===== src/sfll_defines.svh =====
// Constants for the spindle speed-lock-loop register block
`ifndef SFLL_DEFINES_SVH
`define SFLL_DEFINES_SVH
`define SFLL_ADDR_CTRL_B 4'h4
`define SFLL_ADDR_COARSE 4'h5
`define SFLL_ADDR_FINE 4'h6
`define SFLL_ADDR_ERROR 4'h7
`define SFLL_DATA_W 12
`define SFLL_ADDR_BITS 5'h04
`define SFLL_FRAME_BITS 5'h10
`define SFLL_CTRL_B_RST 12'h000
`define SFLL_PERIOD_RST 12'h000
`define SFLL_GAIN_LSB 0
`define SFLL_GAIN_MSB 2
`define SFLL_FB_SRC_BIT 3
`define SFLL_HALVE_BIT 4
`define SFLL_POS_SEL_BIT 5
`define SFLL_SENSE_BIT 6
`define SFLL_SLEW_LSB 7
`define SFLL_SLEW_MSB 9
`define SFLL_SLEW_RES_BIT 10
`define SFLL_MASK_BIT 11
// Slowest clock and step limits; counts are in prescaled ticks at that clock
`define SFLL_SLOW_CLK_MHZ 4
`define SFLL_COARSE_STEP_US 16
`define SFLL_FINE_STEP_US 1
`define SFLL_SLOW_TICK_MHZ (`SFLL_SLOW_CLK_MHZ / 2)
`define SFLL_FINE_TICKS (`SFLL_FINE_STEP_US * `SFLL_SLOW_TICK_MHZ)
`define SFLL_COARSE_TICKS (`SFLL_COARSE_STEP_US * `SFLL_SLOW_TICK_MHZ)
`endif


===== src/sfll_pkg.sv =====
// Types for the spindle speed-lock-loop register block
`default_nettype none
package sfll_pkg;
    typedef enum logic [1:0] {SFLL_IDLE, SFLL_COARSE, SFLL_FINE} sfll_meas_t;
endpackage
`default_nettype wire


===== src/sfll_period_meas.sv =====
// Rotation period measurement producing the fine error count
`include "sfll_defines.svh"
`default_nettype none
module sfll_period_meas
    import sfll_pkg::*;
#(
    parameter int ELEC_PER_REV = 4,
    parameter int FINE_TICKS = `SFLL_FINE_TICKS,
    parameter int COARSE_TICKS = `SFLL_COARSE_TICKS
) (
    input wire logic mclk, // System clock
    input wire logic rst, // Synchronous reset, high
    input wire logic tick, // Prescaled time base
    input wire logic cycle_evt, // One pulse per electrical cycle
    input wire logic cycle_kind_sel, // 1 electrical, 0 mechanical
    input wire logic [11:0] coarse_period_value, // Coarse target
    input wire logic [11:0] fine_period_value, // Fine target
    output logic [11:0] fine_error_value // Fine error count
);
    sfll_meas_t st_ff, nxt_st;
    logic [5:0] div_ff, nxt_div;
    logic [11:0] cnt_ff, nxt_cnt;
    logic [3:0] rev_ff, nxt_rev;
    logic [11:0] err_ff, nxt_err;
    logic period_end;

    // Electrical cycle or whole revolution closes a period
    assign period_end = cycle_evt && (cycle_kind_sel || 
        (rev_ff == 4'(ELEC_PER_REV - 1)));

    // Coarse countdown then fine count until the period ends
    always_comb begin
        nxt_st = st_ff;
        nxt_div = div_ff;
        nxt_cnt = cnt_ff;
        nxt_rev = rev_ff;
        nxt_err = err_ff;
        if (cycle_evt) begin
            nxt_rev = (period_end || cycle_kind_sel) ? 4'h0 : rev_ff + 4'h1;
        end
        if (period_end) begin
            if (st_ff == SFLL_FINE) begin
                nxt_err = fine_period_value - cnt_ff;
            end else if (st_ff == SFLL_COARSE) begin
                nxt_err = fine_period_value;
            end
            nxt_st = SFLL_COARSE;
            nxt_div = 6'h00;
            nxt_cnt = coarse_period_value;
        end else if (tick) begin
            case (st_ff)
                SFLL_COARSE: begin
                    if (div_ff == 6'(COARSE_TICKS - 1)) begin
                        nxt_div = 6'h00;
                        if (cnt_ff <= 12'h001) begin
                            nxt_st = SFLL_FINE;
                            nxt_cnt = 12'h000;
                        end else begin
                            nxt_cnt = cnt_ff - 12'h001;
                        end
                    end else begin
                        nxt_div = div_ff + 6'h01;
                    end
                end
                SFLL_FINE: begin
                    if (div_ff == 6'(FINE_TICKS - 1)) begin
                        nxt_div = 6'h00;
                        if (cnt_ff != 12'hfff) begin
                            nxt_cnt = cnt_ff + 12'h001;
                        end
                    end else begin
                        nxt_div = div_ff + 6'h01;
                    end
                end
                default: nxt_st = st_ff;
            endcase
        end
    end

    // Measurement state registers
    always_ff @(posedge mclk) begin
        if (rst) begin
            st_ff <= SFLL_IDLE;
            div_ff <= 6'h00;
            cnt_ff <= 12'h000;
            rev_ff <= 4'h0;
            err_ff <= 12'h000;
        end else begin
            st_ff <= nxt_st;
            div_ff <= nxt_div;
            cnt_ff <= nxt_cnt;
            rev_ff <= nxt_rev;
            err_ff <= nxt_err;
        end
    end

    assign fine_error_value = err_ff;
endmodule // sfll_period_meas
`default_nettype wire


===== src/sfll_regs.sv =====
// Serial register port and control outputs of the speed-lock loop
`include "sfll_defines.svh"
`default_nettype none
module sfll_regs
    import sfll_pkg::*;
#(
    parameter int ELEC_PER_REV = 4
) (
    input wire logic mclk, // System clock
    input wire logic rst, // Synchronous reset, high
    input wire logic sclk, // Serial clock
    input wire logic sload_n, // Port select, low active
    input wire logic rw, // 1 read, 0 write
    input wire logic sdio_in, // Serial data pin in
    output logic sdio_out, // Serial data pin out
    output logic sdio_oe_n, // Serial data drive, low drives
    input wire logic cycle_kind_sel, // 1 electrical, 0 mechanical
    input wire logic bemf_cross_pulse, // Back-EMF comparator crossing
    input wire logic zero_cross_cycle_pulse, // Once per electrical cycle
    input wire logic digital_test_in, // Test pin level in
    input wire logic test_drive_value, // Test value to put on pin
    output logic digital_test_out, // Test pin drive value
    output logic digital_test_oe_n, // Test pin drive, low drives
    output logic [2:0] loop_gain_sel, // Gain code
    output logic [3:0] loop_gain_factor, // Gain factor 1 to 8
    output logic feedback_source_sel, // 1 external feedback
    output logic speed_feedback, // Loop feedback pulse
    output logic clock_halve_sel, // 1 halves internal clock
    output logic clock_tick, // Prescaled time base
    output logic position_pulse_sel, // Position output select
    output logic position_pulse, // Synthesized position pulse
    output logic sense_transistor_gain, // 1 low gain
    output logic [2:0] slew_code, // Slew rate code
    output logic slew_internal_res, // 1 internal resistor
    output logic mask_short_sel, // 1 short mask angle
    output logic [11:0] coarse_period_value, // Coarse target
    output logic [11:0] fine_period_value, // Fine target
    output logic [11:0] fine_error_value // Fine error count
);
    logic [11:0] ctrl_b_ff, nxt_ctrl_b;
    logic [11:0] coarse_ff, nxt_coarse;
    logic [11:0] fine_ff, nxt_fine;
    logic [4:0] bit_cnt_ff, nxt_bit_cnt;
    logic [3:0] addr_ff, nxt_addr;
    logic [11:0] shift_ff, nxt_shift;
    logic sclk_q_ff;
    logic half_ff, nxt_half;
    logic pos_ff, nxt_pos;
    logic fb_ff, nxt_fb;
    logic fb_evt;
    logic sclk_rise;
    logic [3:0] addr_now;

    logic wr_commit;
    logic [11:0] wr_data;

    // Read data for an address; write-only and unmapped read zero
    function automatic logic [11:0] read_data(input logic [3:0] a, input logic [11:0] err);
        case (a)
            `SFLL_ADDR_ERROR: read_data = err;
            default: read_data = 12'h000;
        endcase
    endfunction

    // Serial clock edge and incoming address bit
    assign sclk_rise = sclk && !sclk_q_ff;
    assign addr_now = {sdio_in, addr_ff[3:1]};

    // Serial frame: 4 address bits then 12 data bits, LSB first
    always_comb begin
        nxt_bit_cnt = bit_cnt_ff;
        nxt_addr = addr_ff;
        nxt_shift = shift_ff;
        if (sload_n) begin
            nxt_bit_cnt = 5'h00;
        end else if (sclk_rise && bit_cnt_ff != `SFLL_FRAME_BITS) begin
            nxt_bit_cnt = bit_cnt_ff + 5'h01;
            if (bit_cnt_ff < `SFLL_ADDR_BITS) begin
                nxt_addr = addr_now;
                if (bit_cnt_ff == `SFLL_ADDR_BITS - 5'h01) begin
                    nxt_shift = read_data(addr_now, fine_error_value);
                end
            end else if (rw) begin
                nxt_shift = {1'b0, shift_ff[11:1]};
            end else begin
                nxt_shift = {sdio_in, shift_ff[11:1]};
            end
        end
    end

    // Serial port bit count, address and shift storage
    always_ff @(posedge mclk) begin
        if (rst) begin
            bit_cnt_ff <= 5'h00;
            addr_ff <= 4'h0;
            shift_ff <= 12'h000;
            sclk_q_ff <= 1'b0;
        end else begin
            bit_cnt_ff <= nxt_bit_cnt;
            addr_ff <= nxt_addr;
            shift_ff <= nxt_shift;
            sclk_q_ff <= sclk;
        end
    end

    // Write lands as the sixteenth bit of a write frame arrives
    assign wr_commit = !sload_n && sclk_rise && !rw && bit_cnt_ff == `SFLL_FRAME_BITS - 5'h01;
    assign wr_data = {sdio_in, shift_ff[11:1]};

    // Register file updates from a completed write
    always_comb begin
        nxt_ctrl_b = ctrl_b_ff;
        nxt_coarse = coarse_ff;
        nxt_fine = fine_ff;
        if (wr_commit) begin
            case (addr_ff)
                `SFLL_ADDR_CTRL_B: nxt_ctrl_b = wr_data;
                `SFLL_ADDR_COARSE: nxt_coarse = wr_data;
                `SFLL_ADDR_FINE: nxt_fine = wr_data;
                default: nxt_ctrl_b = ctrl_b_ff;
            endcase
        end
    end

    // Register file storage
    always_ff @(posedge mclk) begin
        if (rst) begin
            ctrl_b_ff <= `SFLL_CTRL_B_RST;
            coarse_ff <= `SFLL_PERIOD_RST;
            fine_ff <= `SFLL_PERIOD_RST;
        end else begin
            ctrl_b_ff <= nxt_ctrl_b;
            coarse_ff <= nxt_coarse;
            fine_ff <= nxt_fine;
        end
    end

    // Pin drives only during the data part of a read
    assign sdio_out = shift_ff[0];
    assign sdio_oe_n = !(rw && !sload_n && bit_cnt_ff >= `SFLL_ADDR_BITS);

    // Control fields
    assign loop_gain_sel = ctrl_b_ff[`SFLL_GAIN_MSB:`SFLL_GAIN_LSB];
    assign loop_gain_factor = {1'b0, loop_gain_sel} + 4'h1;
    assign feedback_source_sel = ctrl_b_ff[`SFLL_FB_SRC_BIT];
    assign clock_halve_sel = ctrl_b_ff[`SFLL_HALVE_BIT];
    assign position_pulse_sel = ctrl_b_ff[`SFLL_POS_SEL_BIT];
    assign sense_transistor_gain = ctrl_b_ff[`SFLL_SENSE_BIT];
    assign slew_code = ctrl_b_ff[`SFLL_SLEW_MSB:`SFLL_SLEW_LSB];
    assign slew_internal_res = ctrl_b_ff[`SFLL_SLEW_RES_BIT];
    assign mask_short_sel = ctrl_b_ff[`SFLL_MASK_BIT];
    assign coarse_period_value = coarse_ff;
    assign fine_period_value = fine_ff;

    // Test pin becomes an input under external feedback
    assign digital_test_oe_n = feedback_source_sel;
    assign digital_test_out = test_drive_value;

    // Prescaler: steady tick, or every other clock when halving
    always_comb begin
        nxt_half = clock_halve_sel ? !half_ff : 1'b1;
    end

    // Prescaler register
    always_ff @(posedge mclk) begin
        if (rst) begin
            half_ff <= 1'b0;
        end else begin
            half_ff <= nxt_half;
        end
    end

    // Position pulse source select
    always_comb begin
        nxt_pos = position_pulse_sel ? zero_cross_cycle_pulse : bemf_cross_pulse;
    end

    // Position pulse register
    always_ff @(posedge mclk) begin
        if (rst) begin
            pos_ff <= 1'b0;
        end else begin
            pos_ff <= nxt_pos;
        end
    end

    // Loop feedback source select
    always_comb begin
        nxt_fb = feedback_source_sel ? digital_test_in : zero_cross_cycle_pulse;
    end

    // Loop feedback register
    always_ff @(posedge mclk) begin
        if (rst) begin
            fb_ff <= 1'b0;
        end else begin
            fb_ff <= nxt_fb;
        end
    end

    // Registered tick and pulse outputs
    assign clock_tick = half_ff;
    assign position_pulse = pos_ff;
    assign speed_feedback = fb_ff;
    assign fb_evt = nxt_fb && !fb_ff;

    // Period measurement
    sfll_period_meas #(
        .ELEC_PER_REV(ELEC_PER_REV)
    ) u_meas (
        .mclk(mclk),
        .rst(rst),
        .tick(half_ff),
        .cycle_evt(fb_evt),
        .cycle_kind_sel(cycle_kind_sel),
        .coarse_period_value(coarse_ff),
        .fine_period_value(fine_ff),
        .fine_error_value(fine_error_value)
    );
endmodule // sfll_regs
`default_nettype wire


===== config.mk =====
export PLATFORM = sky130hd
export DESIGN_NAME = sfll_regs
export DESIGN_NICKNAME = d
export VERILOG_FILES = /design/src/sfll_pkg.sv /design/src/sfll_period_meas.sv /design/src/sfll_regs.sv
export VERILOG_INCLUDE_DIRS = /design/src
export SDC_FILE = /design/constraint.sdc
export NUM_CORES = 1
export LEC_CHECK = 0
export BUFFER_PORTS_ARGS = -buffer_cell sky130_fd_sc_hd__buf_2
export CAP_MARGIN = 5
export CORE_UTILIZATION = 63
export CTS_CLUSTER_DIAMETER = 150
export DETAILED_ROUTE_END_ITERATION = 16
export HOLD_SLACK_MARGIN = 0.06
export PLACE_DENSITY = 0.92
export SYNTH_ARGS = -nofsm -noshare
export SYNTH_HDL_FRONTEND = slang
export SYNTH_SLANG_ARGS = --single-unit

===== constraint.sdc =====
create_clock -name mclk -period 6.71 [get_ports mclk]
set_input_delay 0 -clock mclk [delete_from_list [all_inputs] [get_ports mclk]]
set_output_delay 0 -clock mclk [all_outputs]
set_load 0.03 [all_outputs]

==> After elaboration in Yosys (flattened, before gate mapping) <==
Index checks and enable logic that the tools add are counted.
{ "totals": {"ff_bits": 97, "elab_cells": 104, "input_bits": 11, "output_inout_bits": 59} }
{ "classes": {"addsub": 7, "order_cmp": 3, "mux": 25, "n_eq_ne": 17, "n_reduce_logical": 35, "bitwise": 1} }
{ "op_table": {"columns": ["cell", "n"], "rows": [
  ["$mux 12", 12],
  ["$pmux 12 s2", 1],
  ["$eq 4x3->1 const B", 4],
  ["$add 12x1->12 const B", 1],
  ["$le 12x1->1 const B", 1],
  ["$mux 6", 2],
  ["$ne 12x12->1 const B", 1],
  ["$pmux 6 s2", 1],
  ["$sub 12x1->12 const B", 1],
  ["$sub 12x12->12", 1],
  ["$reduce_and 2->1", 5],
  ["$reduce_bool 2->1", 5],
  ["$logic_and 1x1->1", 9],
  ["$ne 3x2->1 const B", 3],
  ["$mux 1", 8],
  ["$reduce_and 4->1", 2],
  ["$add 6x1->6 const B", 1],
  ["$eq 6x1->1 const B", 1],
  ["$eq 6x5->1 const B", 1],
  ["$logic_not 1->1", 6],
  ["$reduce_and 3->1", 2],
  ["$add 5x1->5 const B", 1],
  ["$eq 5x2->1 const B", 1],
  ["$eq 5x4->1 const B", 1],
  ["other kinds (15)", 17]
]} }

==> Longest topological paths before layout <==
Gate-level depths: netlist of the first run.
{ "logic_depth": {"word_depth": 6, "mapped_depth": 10, "depth_no_buf": 10} }

==> Cells and area by module <==
Synthesis of the first run repeated with hierarchy kept, for this count alone.
{ "unflattened": {"cells_unflattened": 665, "hier_area_um2": 5596.6} }
{ "modules_own_cells": {"columns": ["module", "cells_each", "seq_area_each_um2", "area_per_inst_um2", "instances"], "rows": [
  ["sfll_regs", 298, 1221.2, 2829.0, 1],
  ["sfll_period_meas", 367, 720.7, 2767.7, 1]
]} }

==> Worst setup path before layout of the first run <==
Ideal clock, no wire load.
{ "synth_path": {"path_type": "register to register", "from": "register bit_cnt_ff[0]", "to": "register coarse_ff[10] (netlist: coarse_period_value[10])", "setup_time_ns": 0.132, "stages_incl_launch_ff": 10, "slack_ns": 4.479, "arrival_ns": 2.099, "period_less_slack_ns": 2.231, "path_cell_list": "dfxtp_1 ha_1 and3_1 ha_1 nand4b_1 or4_4 or3b_2 buf_2 nand2_1 a21oi_1"} }
{ "synth_between": {"elab_chain_len": 3} }
{ "synth_lines": {"columns": ["item", "line_no", "rtl"], "rows": [
  ["start: declaration", "sfll_regs.sv:43", "logic [4:0] bit_cnt_ff, nxt_bit_cnt;"],
  ["start signal: assignment", "sfll_regs.sv:99", "bit_cnt_ff <= nxt_bit_cnt;"],
  ["$eq 5x4->1", "sfll_regs.sv:107", "assign wr_commit = !sload_n && sclk_rise && !rw && bit_cnt_ff == `SFLL_FRAME_BITS - 5'h01;"],
  ["$logic_and 1x1->1", "sfll_regs.sv:107", null],
  ["$reduce_and 2->1 (no source line)", null, null],
  ["end signal: assignment", "sfll_regs.sv:129", "coarse_ff <= `SFLL_PERIOD_RST;"],
  ["end signal: assignment", "sfll_regs.sv:133", "coarse_ff <= nxt_coarse;"],
  ["end: declaration", "sfll_regs.sv:41", "logic [11:0] coarse_ff, nxt_coarse;"]
]} }
No other way between the ends.
A chain may end at the register's enable or synchronous reset.

==> Worst setup path in the final report of the first run <==
{ "layout_path": {"from": "register u_meas.st_ff[0]", "to": "register u_meas.cnt_ff[9]"} }
{ "layout_between": {"elab_chain_len": 4} }
{ "layout_lines": {"columns": ["item", "line_no", "rtl"], "rows": [
  ["start: declaration", "sfll_period_meas.sv:20", "sfll_meas_t st_ff, nxt_st;"],
  ["start signal: assignment", "sfll_period_meas.sv:89", "st_ff <= nxt_st;"],
  ["$eq 2x2->1 / $eq 2x1->1 (equally long branches)", "sfll_period_meas.sv:51", "case (st_ff)"],
  ["$pmux 12 s2", "sfll_period_meas.sv:51", null],
  ["$mux 12", "sfll_period_meas.sv:50", "end else if (tick) begin"],
  ["$mux 12", "sfll_period_meas.sv:41", "if (period_end) begin"],
  ["end signal: assignment", "sfll_period_meas.sv:91", "cnt_ff <= nxt_cnt;"],
  ["end: declaration", "sfll_period_meas.sv:22", "logic [11:0] cnt_ff, nxt_cnt;"]
]} }
Parallel ways exist; a longest one is shown, timed or not. The select of a mux whose other input is x is not followed.

==> impl_results.md, run 1 <==
- Outcome: finished, final reports clean
- PwrDens: 204 nW/um2
- WL final: 14600 um
- Overflow after GRT: 0
- I/O Pins: 70
- Reg clk slew, reported paths: 0.10 ns
- CTS buffer count: 9
- Inst Count DP: 785
- Nature of the critical path startpoint: flop
- Worst relative slew slack: a little over a tenth
- RSZ-0062 raised after global routing: false
- Final min period: 3.11 ns
- Layout Area Growth over Synthesis: 11.6%
- Iteration-0 DRC Markers: 565
- Netlist Area Pre-Place: between 5000 and 6000 um2
- Worst-Margin Slew: 1.33 ns
- End-of-flow core utilization: 72.1%
- Initial antenna violation count: 0
- H-tree depth: 3
- Max cap viols: 0
- CP Capture Type: flop
- Yosys reg bits: 97
- Worst EP required: 6.92 ns
- DR vias/cell: 6.45
- CTS tree: built
- Total track usage: 34.3%
- Port Buf Inserts: 67
- Detailed Place HPWL: 10200 um
- Rows: 33
- Vias: 5235
- Cells after Synth: 654
- R2r worst-path depth: 8
- Max-slew violations: 0
- Final Skew: approximately 0.011 ns
- Longest Clk Path Bufs: 2
- Peak Freq: 321 MHz
- Netlist cell types: 70
- Nets: 736
- Average size of a mapped cell: 8.08 um2
- Clk_lat worst skew: 0.36 ns
- Avg WL per Cell: approximately 18 um
- Die W: 93.6 um
- Static leakage power: between 2 and 2.5 nW
- Root Driver: clkbuf_8
- First-pass GRT wire length: between 20000 and 25000 um
- Hold WC Path Type: in -> reg
- Top-area cell type share of the netlist area: 36.7%
- Antenna diode count: 0
- Seq/Total Area, Yosys: 36.7%
- Post-route setup TNS: 0 ns
- Initial Util: 64.6%
- First-pass DRT Iterations: 6
- Synth async-reset ratio: 0%
- Post-synth EDFFs: 0
- Final period util: 46.4%
- Worst EP arrival: 3.32 ns
- Post-synth top flop: dfxtp_1
- DRC Markers: 0
- Critical path class: reg -> reg
- Core ar.: 8180 um2
- Postcts setup bufs: 0
- Placer Congestion: 0.940
- Vias in the first global route: 4905
- Largest net degree at the start of global routing: 88
- # setup viols final: 0
- R2r setup slk: 3.60 ns
- Clock sink count: 97
- Post-Syn Nets: 689
- Yosys top cell by area: dfxtp_1
- Die area: 8760 um2
- Layout cells sized above 1: approximately 15%
- Fin cells: 811
- Antenna viol nets, final: 0
- Synth area leaders: dfxtp_1, nand2_1, a21oi_1
- Worst IR Drop VDD: 0.126 mV
- Hold path cells: 4
- Synth Warn #: 0
- CP max FO: 16
- Fin. Hold Viols: 0
- Die H: 93.6 um
[sequential cells by signal, indices dropped and copies added, names as in the netlist, 5 cells and up]
| register | cells |
|---|---|
| fine_period_value | 12 |
| u_meas.cnt_ff | 12 |
| bit_cnt_ff | 5 |
| u_meas.div_ff | 6 |
| ctrl_b_ff | 12 |
| u_meas.fine_error_value | 12 |
| coarse_period_value | 12 |
| shift_ff | 12 |
[logic make-up after synthesis]
logic type | Yosys count | synth area share (%)
adder cells (fa/ha/maj) | 24 | 5.82
flip-flops | 97 | 36.7
buffers and inverters | 69 | 5.61
XOR/XNOR | 18 | 2.98
AO/OA/AOI/OAI | 169 | 21.2
AND/OR/NAND/NOR | 259 | 24.3
multiplexers | 18 | 3.41
[cells in the mapped netlist (6+ instances only)]
cell / number
mux2i_1: 18
o211ai_1: 6
inv_1: 26
nor2b_1: 7
clkbuf_1: 22
buf_2: 18
nand4_1: 7
a211oi_1: 22
a21o_1: 6
dfxtp_1: 97
o21ai_0: 18
a21oi_1: 61
nand3_1: 14
nand2_1: 100
ha_1: 23
nand2b_1: 9
nor3_1: 15
xor2_1: 6
xnor2_1: 12
a22oi_1: 11
a31oi_1: 10
nor2_1: 65
[layout make-up]
type | count | area, um2
Clock buffer | 9 | 124
Clock inverter | 7 | 113
Fill cell | 622 | 2280
Inverter | 26 | 97.6
Multi-Input combinational cell | 488 | 3050
Sequential cell | 97 | 1940
Tap cell | 105 | 131
Timing Repair Buffer | 79 | 443
[final timing paths]
path | from | endpoint
setup / recovery | u_meas.st_ff[0] | u_meas.cnt_ff[9]
hold / removal | rw | shift_ff[11]
setup reg to reg | u_meas.st_ff[0] | u_meas.cnt_ff[9]
hold reg to reg | ctrl_b_ff[9] | ctrl_b_ff[9]
[metal layers]
metal	vias to the layer above	share of wire, %	wire (um)	GRT usage [%]
met3	61	10	1530	6.50
met1	2433	38	5510	42.2
met4	0	3.7	547	16.3
met2	317	48	7010	57.7
li1	2424	-	-	-
met5	-	0	0	0
[cells in the final DEF (no fill, tap or decap), types with 3 or more instances in the layout]
master and count:
a211oi_1 22, a21o_1 6, a21oi_1 61, a22oi_1 11
a311oi_1 5, a311oi_2 3, a31oi_1 10, a41oi_1 3
and3_1 5, buf_2 68, buf_4 3, clkbuf_8 9
dfxtp_1 97, dlygate4sd3_1 8, ha_1 23, inv_1 26
mux2i_1 18, nand2_1 100, nand2b_1 9, nand3_1 14
nand4_1 7, nand4b_1 3, nor2_1 65, nor2b_1 7
nor3_1 15, nor3b_1 3, nor4_4 3, o211ai_1 6
o21ai_0 18, or3_1 5, xnor2_1 12, xor2_1 6
[metrics by stage]
step	area (um2)	total power [W]	setup slack, ns	hold WS [ns]
after floorplan	5290	0.000733	4.48	0.128
after global placement	5570	0.000761	3.76	0.000381
after detailed placement	5570	0.000767	3.60	0.000381
after CTS	5880	0.00120	3.59	0.100
after global routing	5900	0.00124	3.38	0.127
final	5900	0.00120	3.60	0.118
[critical path, cell delays in order (launching register included)]
cell and delay [ns]:
dfxtp_1 0.38, inv_1 0.06, ha_1 0.37, nor2b_1 0.53, a41oi_2 0.21, a311oi_2 0.92, o21ai_0 0.26, nand2_1 0.15
a311oi_2 0.09
[power by group]
part | leakage, nW | total (W) | internal [W] | switching [W]
sequential | 0.785 | 0.000602 | 0.000586 | 0.0000164
combinational | 1.37 | 0.000162 | 0.0000611 | 0.000101
clock | 0.115 | 0.000438 | 0.000218 | 0.000221
total | 2.27 | 0.00120 | 0.000864 | 0.000338
[timing repair]
action | 4_1_cts | 5_1_grt
endpoints found under the hold margin | 13 | 0
hold buffers | 8 | 0
gates resized for setup | 0 | 0
No activity file was read; power rests on OpenSTA's default activity.
==> run 2: changes to the inputs <==
--- a/config.mk
+++ b/config.mk
@@ -6,13 +6,14 @@
 export SDC_FILE = /design/constraint.sdc
 export NUM_CORES = 1
 export LEC_CHECK = 0
+export ABC_AREA = 1
 export BUFFER_PORTS_ARGS = -buffer_cell sky130_fd_sc_hd__buf_2
 export CAP_MARGIN = 5
-export CORE_UTILIZATION = 63
+export CORE_UTILIZATION = 53
 export CTS_CLUSTER_DIAMETER = 150
 export DETAILED_ROUTE_END_ITERATION = 16
 export HOLD_SLACK_MARGIN = 0.06
-export PLACE_DENSITY = 0.92
+export PLACE_DENSITY = 0.83
 export SYNTH_ARGS = -nofsm -noshare
 export SYNTH_HDL_FRONTEND = slang
 export SYNTH_SLANG_ARGS = --single-unit
==> constraint.sdc (replaced) <==
create_clock -name mclk -period 2.86 [get_ports mclk]
set_input_delay 0 -clock mclk [delete_from_list [all_inputs] [get_ports mclk]]
set_output_delay 0 -clock mclk [all_outputs]
set_load 0.03 [all_outputs]
==> impl_results.md, run 2 <==
- Die area: 11000 um2
- Final hold slack: 0.106 ns
- Die H: 105 um
- Worst EP arrival: 2.52 ns
- Nets: roughly 850
- Yosys reg bits: 97
- Final min period: 2.22 ns
- Total track usage: a little over a quarter
- Avg WL per Cell: between 10 and 15 um
- Rows: 37
- Netlist cell types: 48
- Static leakage power: 2.71 nW
- Seq/Total Area, Yosys: a little over a third
- Critical path class: reg -> reg
- DR vias/cell: roughly 5.5
- Longest Clk Path Bufs: 2
- Peak Freq: 451 MHz
- Placer Congestion: 0.918
- R2R Path End: u_meas.div_ff[1]
- Antenna diode count: 0
- Worst Hold Path EP: shift_ff[11]
- Post-synth EDFFs: 0
- Final Skew: between 0.015 and 0.02 ns
- Detailed Place HPWL: just over 10000 um
- Core ar.: 10300 um2
- Hold Startpoint: rw
- Port Buf Inserts: 67
- End-of-flow core utilization: ~60%
- Most common cell in the netlist: nand2_1
- Top-area cell type share of the netlist area: 34.7%
- Nature of the critical path startpoint: flop
- Clock sink count: 97
- DRC Markers: 0
- Initial antenna violation count: 0
- CP max FO: 22
- First-pass DRT Iterations: 5
- Worst relative slew slack: ~45%
- Vias in the first global route: ~4800
- First-pass GRT wire length: 23300 um
- Hold path cells: 4
- Synth async-reset ratio: 0%
- CTS buffer count: 9
- Inst Count DP: ~930
- CP Capture Type: flop
- Cells after Synth: 756
- Overflow after GRT: 0
- Yosys top cell by area: dfxtp_1
- I/O Pins: 70
- Largest net degree at the start of global routing: between 40 and 50
- Max-slew violations: 0
- Netlist Area Pre-Place: 5600 um2
- FF-to-FF Start: u_meas.rev_ff[0]
- Synth Warn #: 0
- Root Driver: clkbuf_8
- Die W: 105 um
- Worst-Margin Slew: 0.829 ns
- Most common cell after layout, fill and taps aside: nand2_1
- Commonest cells after routing, fill and taps aside: nand2_1, dfxtp_1, nor2_1
- # setup viols final: 0
- Fin cells: 954
- Iteration-0 DRC Markers: 450
- Fin. Hold Viols: 0
- Post-route setup TNS: 0 ns
- Outcome: finished, final reports clean
- Initial Util: 54.5%
- Vias: 5222
- R2r setup slk: 0.64 ns
- RSZ-0062 raised after global routing: false
- WL final: 14000 um
- R2r worst-path depth: 8
- H-tree depth: 3
- Layout Area Growth over Synthesis: 10.7%
- Post-Syn Nets: 791
- Worst EP required: 3.16 ns
- Clk_lat worst skew: between 0.3 and 0.4 ns
- CTS tree: built
- Post-synth top flop: dfxtp_1
- Synth area leaders: dfxtp_1, nand2_1, a21oi_1
- Commonest cells in the netlist: nand2_1, dfxtp_1, nor2_1
- Reg clk slew, reported paths: 0.10 ns
- Max cap viols: 0
- Antenna viol nets, final: 0
- Final period util: 77.5%
- Worst IR Drop VDD: 0.309 mV
- Layout cells sized above 1: ~18%
- PwrDens: ~470 nW/um2
- Average size of a mapped cell: 7.40 um2
- Hold WC Path Type: in -> reg
## run 2: worst max path at each step
stage | start | end | slack (ns)
3_5_place_dp | u_meas.rev_ff[0] | u_meas.div_ff[1] | 0.72
4_1_cts | u_meas.rev_ff[0] | u_meas.div_ff[1] | 0.69
5_1_grt | u_meas.rev_ff[0] | u_meas.div_ff[1] | 0.45
3_3_place_gp | u_meas.rev_ff[0] | u_meas.div_ff[1] | 0.76
6_report | u_meas.rev_ff[0] | u_meas.div_ff[1] | 0.64
2_1_floorplan | fine_period_value[0] | u_meas.fine_error_value[6] | 0.98
## run 2: routing by layer
layer | up-vias | global-route usage, % | part of all wire [%]
met5 | - | 0 | 0
met4 | 0 | 11.2 | 3.1
met3 | 32 | 4.80 | 5.9
met2 | 175 | 42.0 | 46
met1 | 2392 | 35.3 | 45
li1 | 2623 | - | -
## run 2: area by class of cell
type                            instances  area (um2)
Timing Repair Buffer                   80         450
Clock buffer                           10         128
Fill cell                             920        4080
Clock inverter                          6        73.8
Sequential cell                        97        1940
Multi-Input combinational cell        537        3100
Tap cell                              136         170
Inverter                               88         330
## run 2: through the flow
stage	setup WS [ns]	power, W	instance area [um2]
3_3_place_gp	0.765	0.00201	5920
2_1_floorplan	0.976	0.00191	5600
5_1_grt	0.451	0.00310	6200
6_report	0.643	0.00294	6200
3_5_place_dp	0.718	0.00201	5920
4_1_cts	0.691	0.00293	6200
## run 2: worst max-delay path, stage by stage, from the launching register on
cell and delay [ns]:
dfxtp_1 0.35, ha_1 0.22, inv_1 0.08, nor3_1 0.05, o21ai_2 0.65, nand2_1 0.39
inv_1 0.12, nand2_1 0.11, a211oi_1 0.17
## run 2: cells by family after synthesis
logic type	count (synthesis)	synth area share (%)
AO/OA/AOI/OAI	186	21.4
XOR/XNOR	19	2.97
adder cells (fa/ha/maj)	24	5.50
buffers and inverters	122	9.88
flip-flops	97	34.7
AND/OR/NAND/NOR	308	25.5
## run 2: repair_timing
action | in CTS | in global routing
resized for setup | 0 | 0
buffers inserted | 0 | 0
hold buffers | 7 | 0
endpoints found under the hold margin | 24 | 0
## run 2: power breakdown
part / total [W] / leakage (nW) / internal (W) / switching [W]
combinational: 0.000565 / 1.83 / 0.000203 / 0.000362
clock: 0.000932 / 0.0954 / 0.000417 / 0.000515
sequential: 0.00144 / 0.786 / 0.00138 / 0.0000548
total: 0.00294 / 2.71 / 0.00200 / 0.000932
==> run 3: changes to the inputs <==
--- a/config.mk
+++ b/config.mk
@@ -9,11 +9,11 @@
 export ABC_AREA = 1
 export BUFFER_PORTS_ARGS = -buffer_cell sky130_fd_sc_hd__buf_2
 export CAP_MARGIN = 5
-export CORE_UTILIZATION = 53
+export CORE_UTILIZATION = 59
 export CTS_CLUSTER_DIAMETER = 150
 export DETAILED_ROUTE_END_ITERATION = 16
 export HOLD_SLACK_MARGIN = 0.06
-export PLACE_DENSITY = 0.83
+export PLACE_DENSITY = 0.87
 export SYNTH_ARGS = -nofsm -noshare
 export SYNTH_HDL_FRONTEND = slang
 export SYNTH_SLANG_ARGS = --single-unit
==> constraint.sdc (replaced) <==
create_clock -name mclk -period 2.3 [get_ports mclk]
set_input_delay 0 -clock mclk [delete_from_list [all_inputs] [get_ports mclk]]
set_output_delay 0 -clock mclk [all_outputs]
set_load 0.03 [all_outputs]
==> impl_results.md, run 3 (same netlist as run 2, synthesis figures left out) <==
- FF-to-FF Start: bit_cnt_ff[1]
- Static leakage power: 2.80 nW
- Root Driver: clkbuf_8
- Fin. Hold Viols: 0
- Outcome: finished, final reports clean
- First-pass DRT Iterations: 5
- Vias: 5466
- Largest net degree at the start of global routing: 38
- Die area: 9880 um2
- Worst-Margin Slew: 0.671 ns
- Hold path cells: 4
- Fill cells: 756
- Max-slew violations: 0
- Clk_lat worst skew: 0.38 ns
- Antenna viol nets, final: 0
- Vias in the first global route: 5124
- Nets: 864
- I/O Pins: 70
- Hold WC Path Type: in -> reg
- Post-place setup slack: 0.177 ns
- CTS buffer count: 9
- Detailed Place HPWL: 11800 um
- Die H: 99.4 um
- Initial antenna violation count: 0
- Worst IR Drop VDD: 0.306 mV
- Rows: 35
- Placer Congestion: 0.934
- H-tree depth: 3
- RSZ-0062 raised after global routing: false
- First-pass GRT wire length: 25300 um
- Worst Hold Path EP: shift_ff[11]
- Initial Util: 60.9%
- Final Skew: 0.0118 ns
- Nature of the critical path startpoint: flop
- Avg WL per Cell: approximately 17 um
- Worst EP arrival: 2.42 ns
- DR vias/cell: between 5 and 6
- Commonest cells after routing, fill and taps aside: nand2_1, dfxtp_1, nor2_1
- Final min period: 2.12 ns
- Layout cells sized above 1: 19.9%
- Placed cell areas: 6000 um2
- Critical path class: reg -> reg
- Post-route setup TNS: 0 ns
- Design Area, Final: ~6300 um2
- CP Capture Type: flop
- Total track usage: about 33%
- Final period util: 92.3%
- # setup viols final: 0
- CTS tree: built
- Worst relative slew slack: 55.0%
- Die W: 99.4 um
- Reg clk slew, reported paths: 0.11 ns
- Worst EP required: 2.60 ns
- Peak Freq: 471 MHz
- Clock sink count: 97
- Core ar.: 9200 um2
- R2R Path End: coarse_period_value[1]
- Port Buf Inserts: 67
- WL final: 15900 um
- Longest Clk Path Bufs: 2
- PwrDens: ~570 nW/um2
- Most common cell after layout, fill and taps aside: nand2_1
- Iteration-0 DRC Markers: 348
- Layout Area Growth over Synthesis: 12.8%
- Max cap viols: 0
- CP max FO: 11
- Overflow after GRT: 0
- Antenna diode count: 0
- Post-route setup slack: approximately 0.18 ns
- R2r worst-path depth: 10
- R2r setup slk: 0.18 ns
- Hold Startpoint: rw
- DRC Markers: 0
==> run 3: cell types whose count changed in the layout (fill, tap and decap cells not counted), sizes merged <==
cell,previous run,this run
buf,73,87
clkinv,1,4
bufinv,1,0
clkbuf,10,11
clkinvlp,2,1
dlygate4sd3,7,8
inv,90,89
==> run 3: layout make-up <==
class                           instances  area (um2)  share of cell area, %
Timing Repair Buffer                   96         603                   9.55
Tap cell                              111         139                   2.20
Clock inverter                          6        61.3                  0.971
Clock buffer                           10         128                   2.02
Sequential cell                        97        1940                   30.8
Inverter                               88         333                   5.27
Multi-Input combinational cell        537        3110                   49.2
==> run 3: worst max-delay path by stage <==
stage | from | endpoint
3_3_place_gp | bit_cnt_ff[1] | fine_period_value[11]
6_report | bit_cnt_ff[1] | coarse_period_value[1]
2_1_floorplan | fine_period_value[0] | u_meas.fine_error_value[6]
5_1_grt | bit_cnt_ff[1] | coarse_period_value[1]
4_1_cts | bit_cnt_ff[0] | fine_period_value[3]
3_5_place_dp | bit_cnt_ff[0] | fine_period_value[3]
==> run 3: timing repair <==
| item | 4_1_cts | 5_1_grt |
|---|---|---|
| setup buffers | 0 | 2 |
| gates resized for setup | 0 | 3 |
| hold endpoints to repair | 15 | 0 |
| hold buffers | 8 | 0 |
| setup endpoints to repair | 0 | 9 |
==> run 3: worst max-delay path, stage by stage, from the launching register on <==
cell and delay [ns]:
dfxtp_1 0.37, ha_1 0.18, inv_1 0.10, nor3_2 0.16
ha_1 0.23, nand4_4 0.15, nor4_4 0.29, buf_4 0.19
buf_12 0.13, nor2_1 0.05, a211oi_1 0.18
==> run 3: metal layers <==
| metal | track usage [%] | up-vias | routed length (um) |
|---|---|---|---|
| met2 | 54.1 | 207 | 7740 |
| met3 | 6.04 | 37 | 1060 |
| met1 | 41.3 | 2560 | 6610 |
| met5 | 0 | - | 0 |
| met4 | 16.5 | 0 | 519 |
| li1 | - | 2662 | - |
==> run 3: report_power, final <==
part / switching, W / total (W) / leakage, nW / internal, W
registers: 0.0000436 / 0.00176 / 0.786 / 0.00172
logic: 0.000484 / 0.000753 / 1.92 / 0.000269
clock network: 0.000664 / 0.00108 / 0.0917 / 0.000418
==> run 3: per-stage QoR <==
stage,utilization (%),hold slack (ns),cells,total power [W]
after floorplan,-,0.132,756,0.00237
after global placement,65.2,0.000543,918,0.00251
after detailed placement,65.2,0.000543,918,0.00253
after CTS,68.1,0.0778,942,0.00360
after global routing,68.7,0.123,945,0.00377
final,68.7,0.0976,945,0.00360
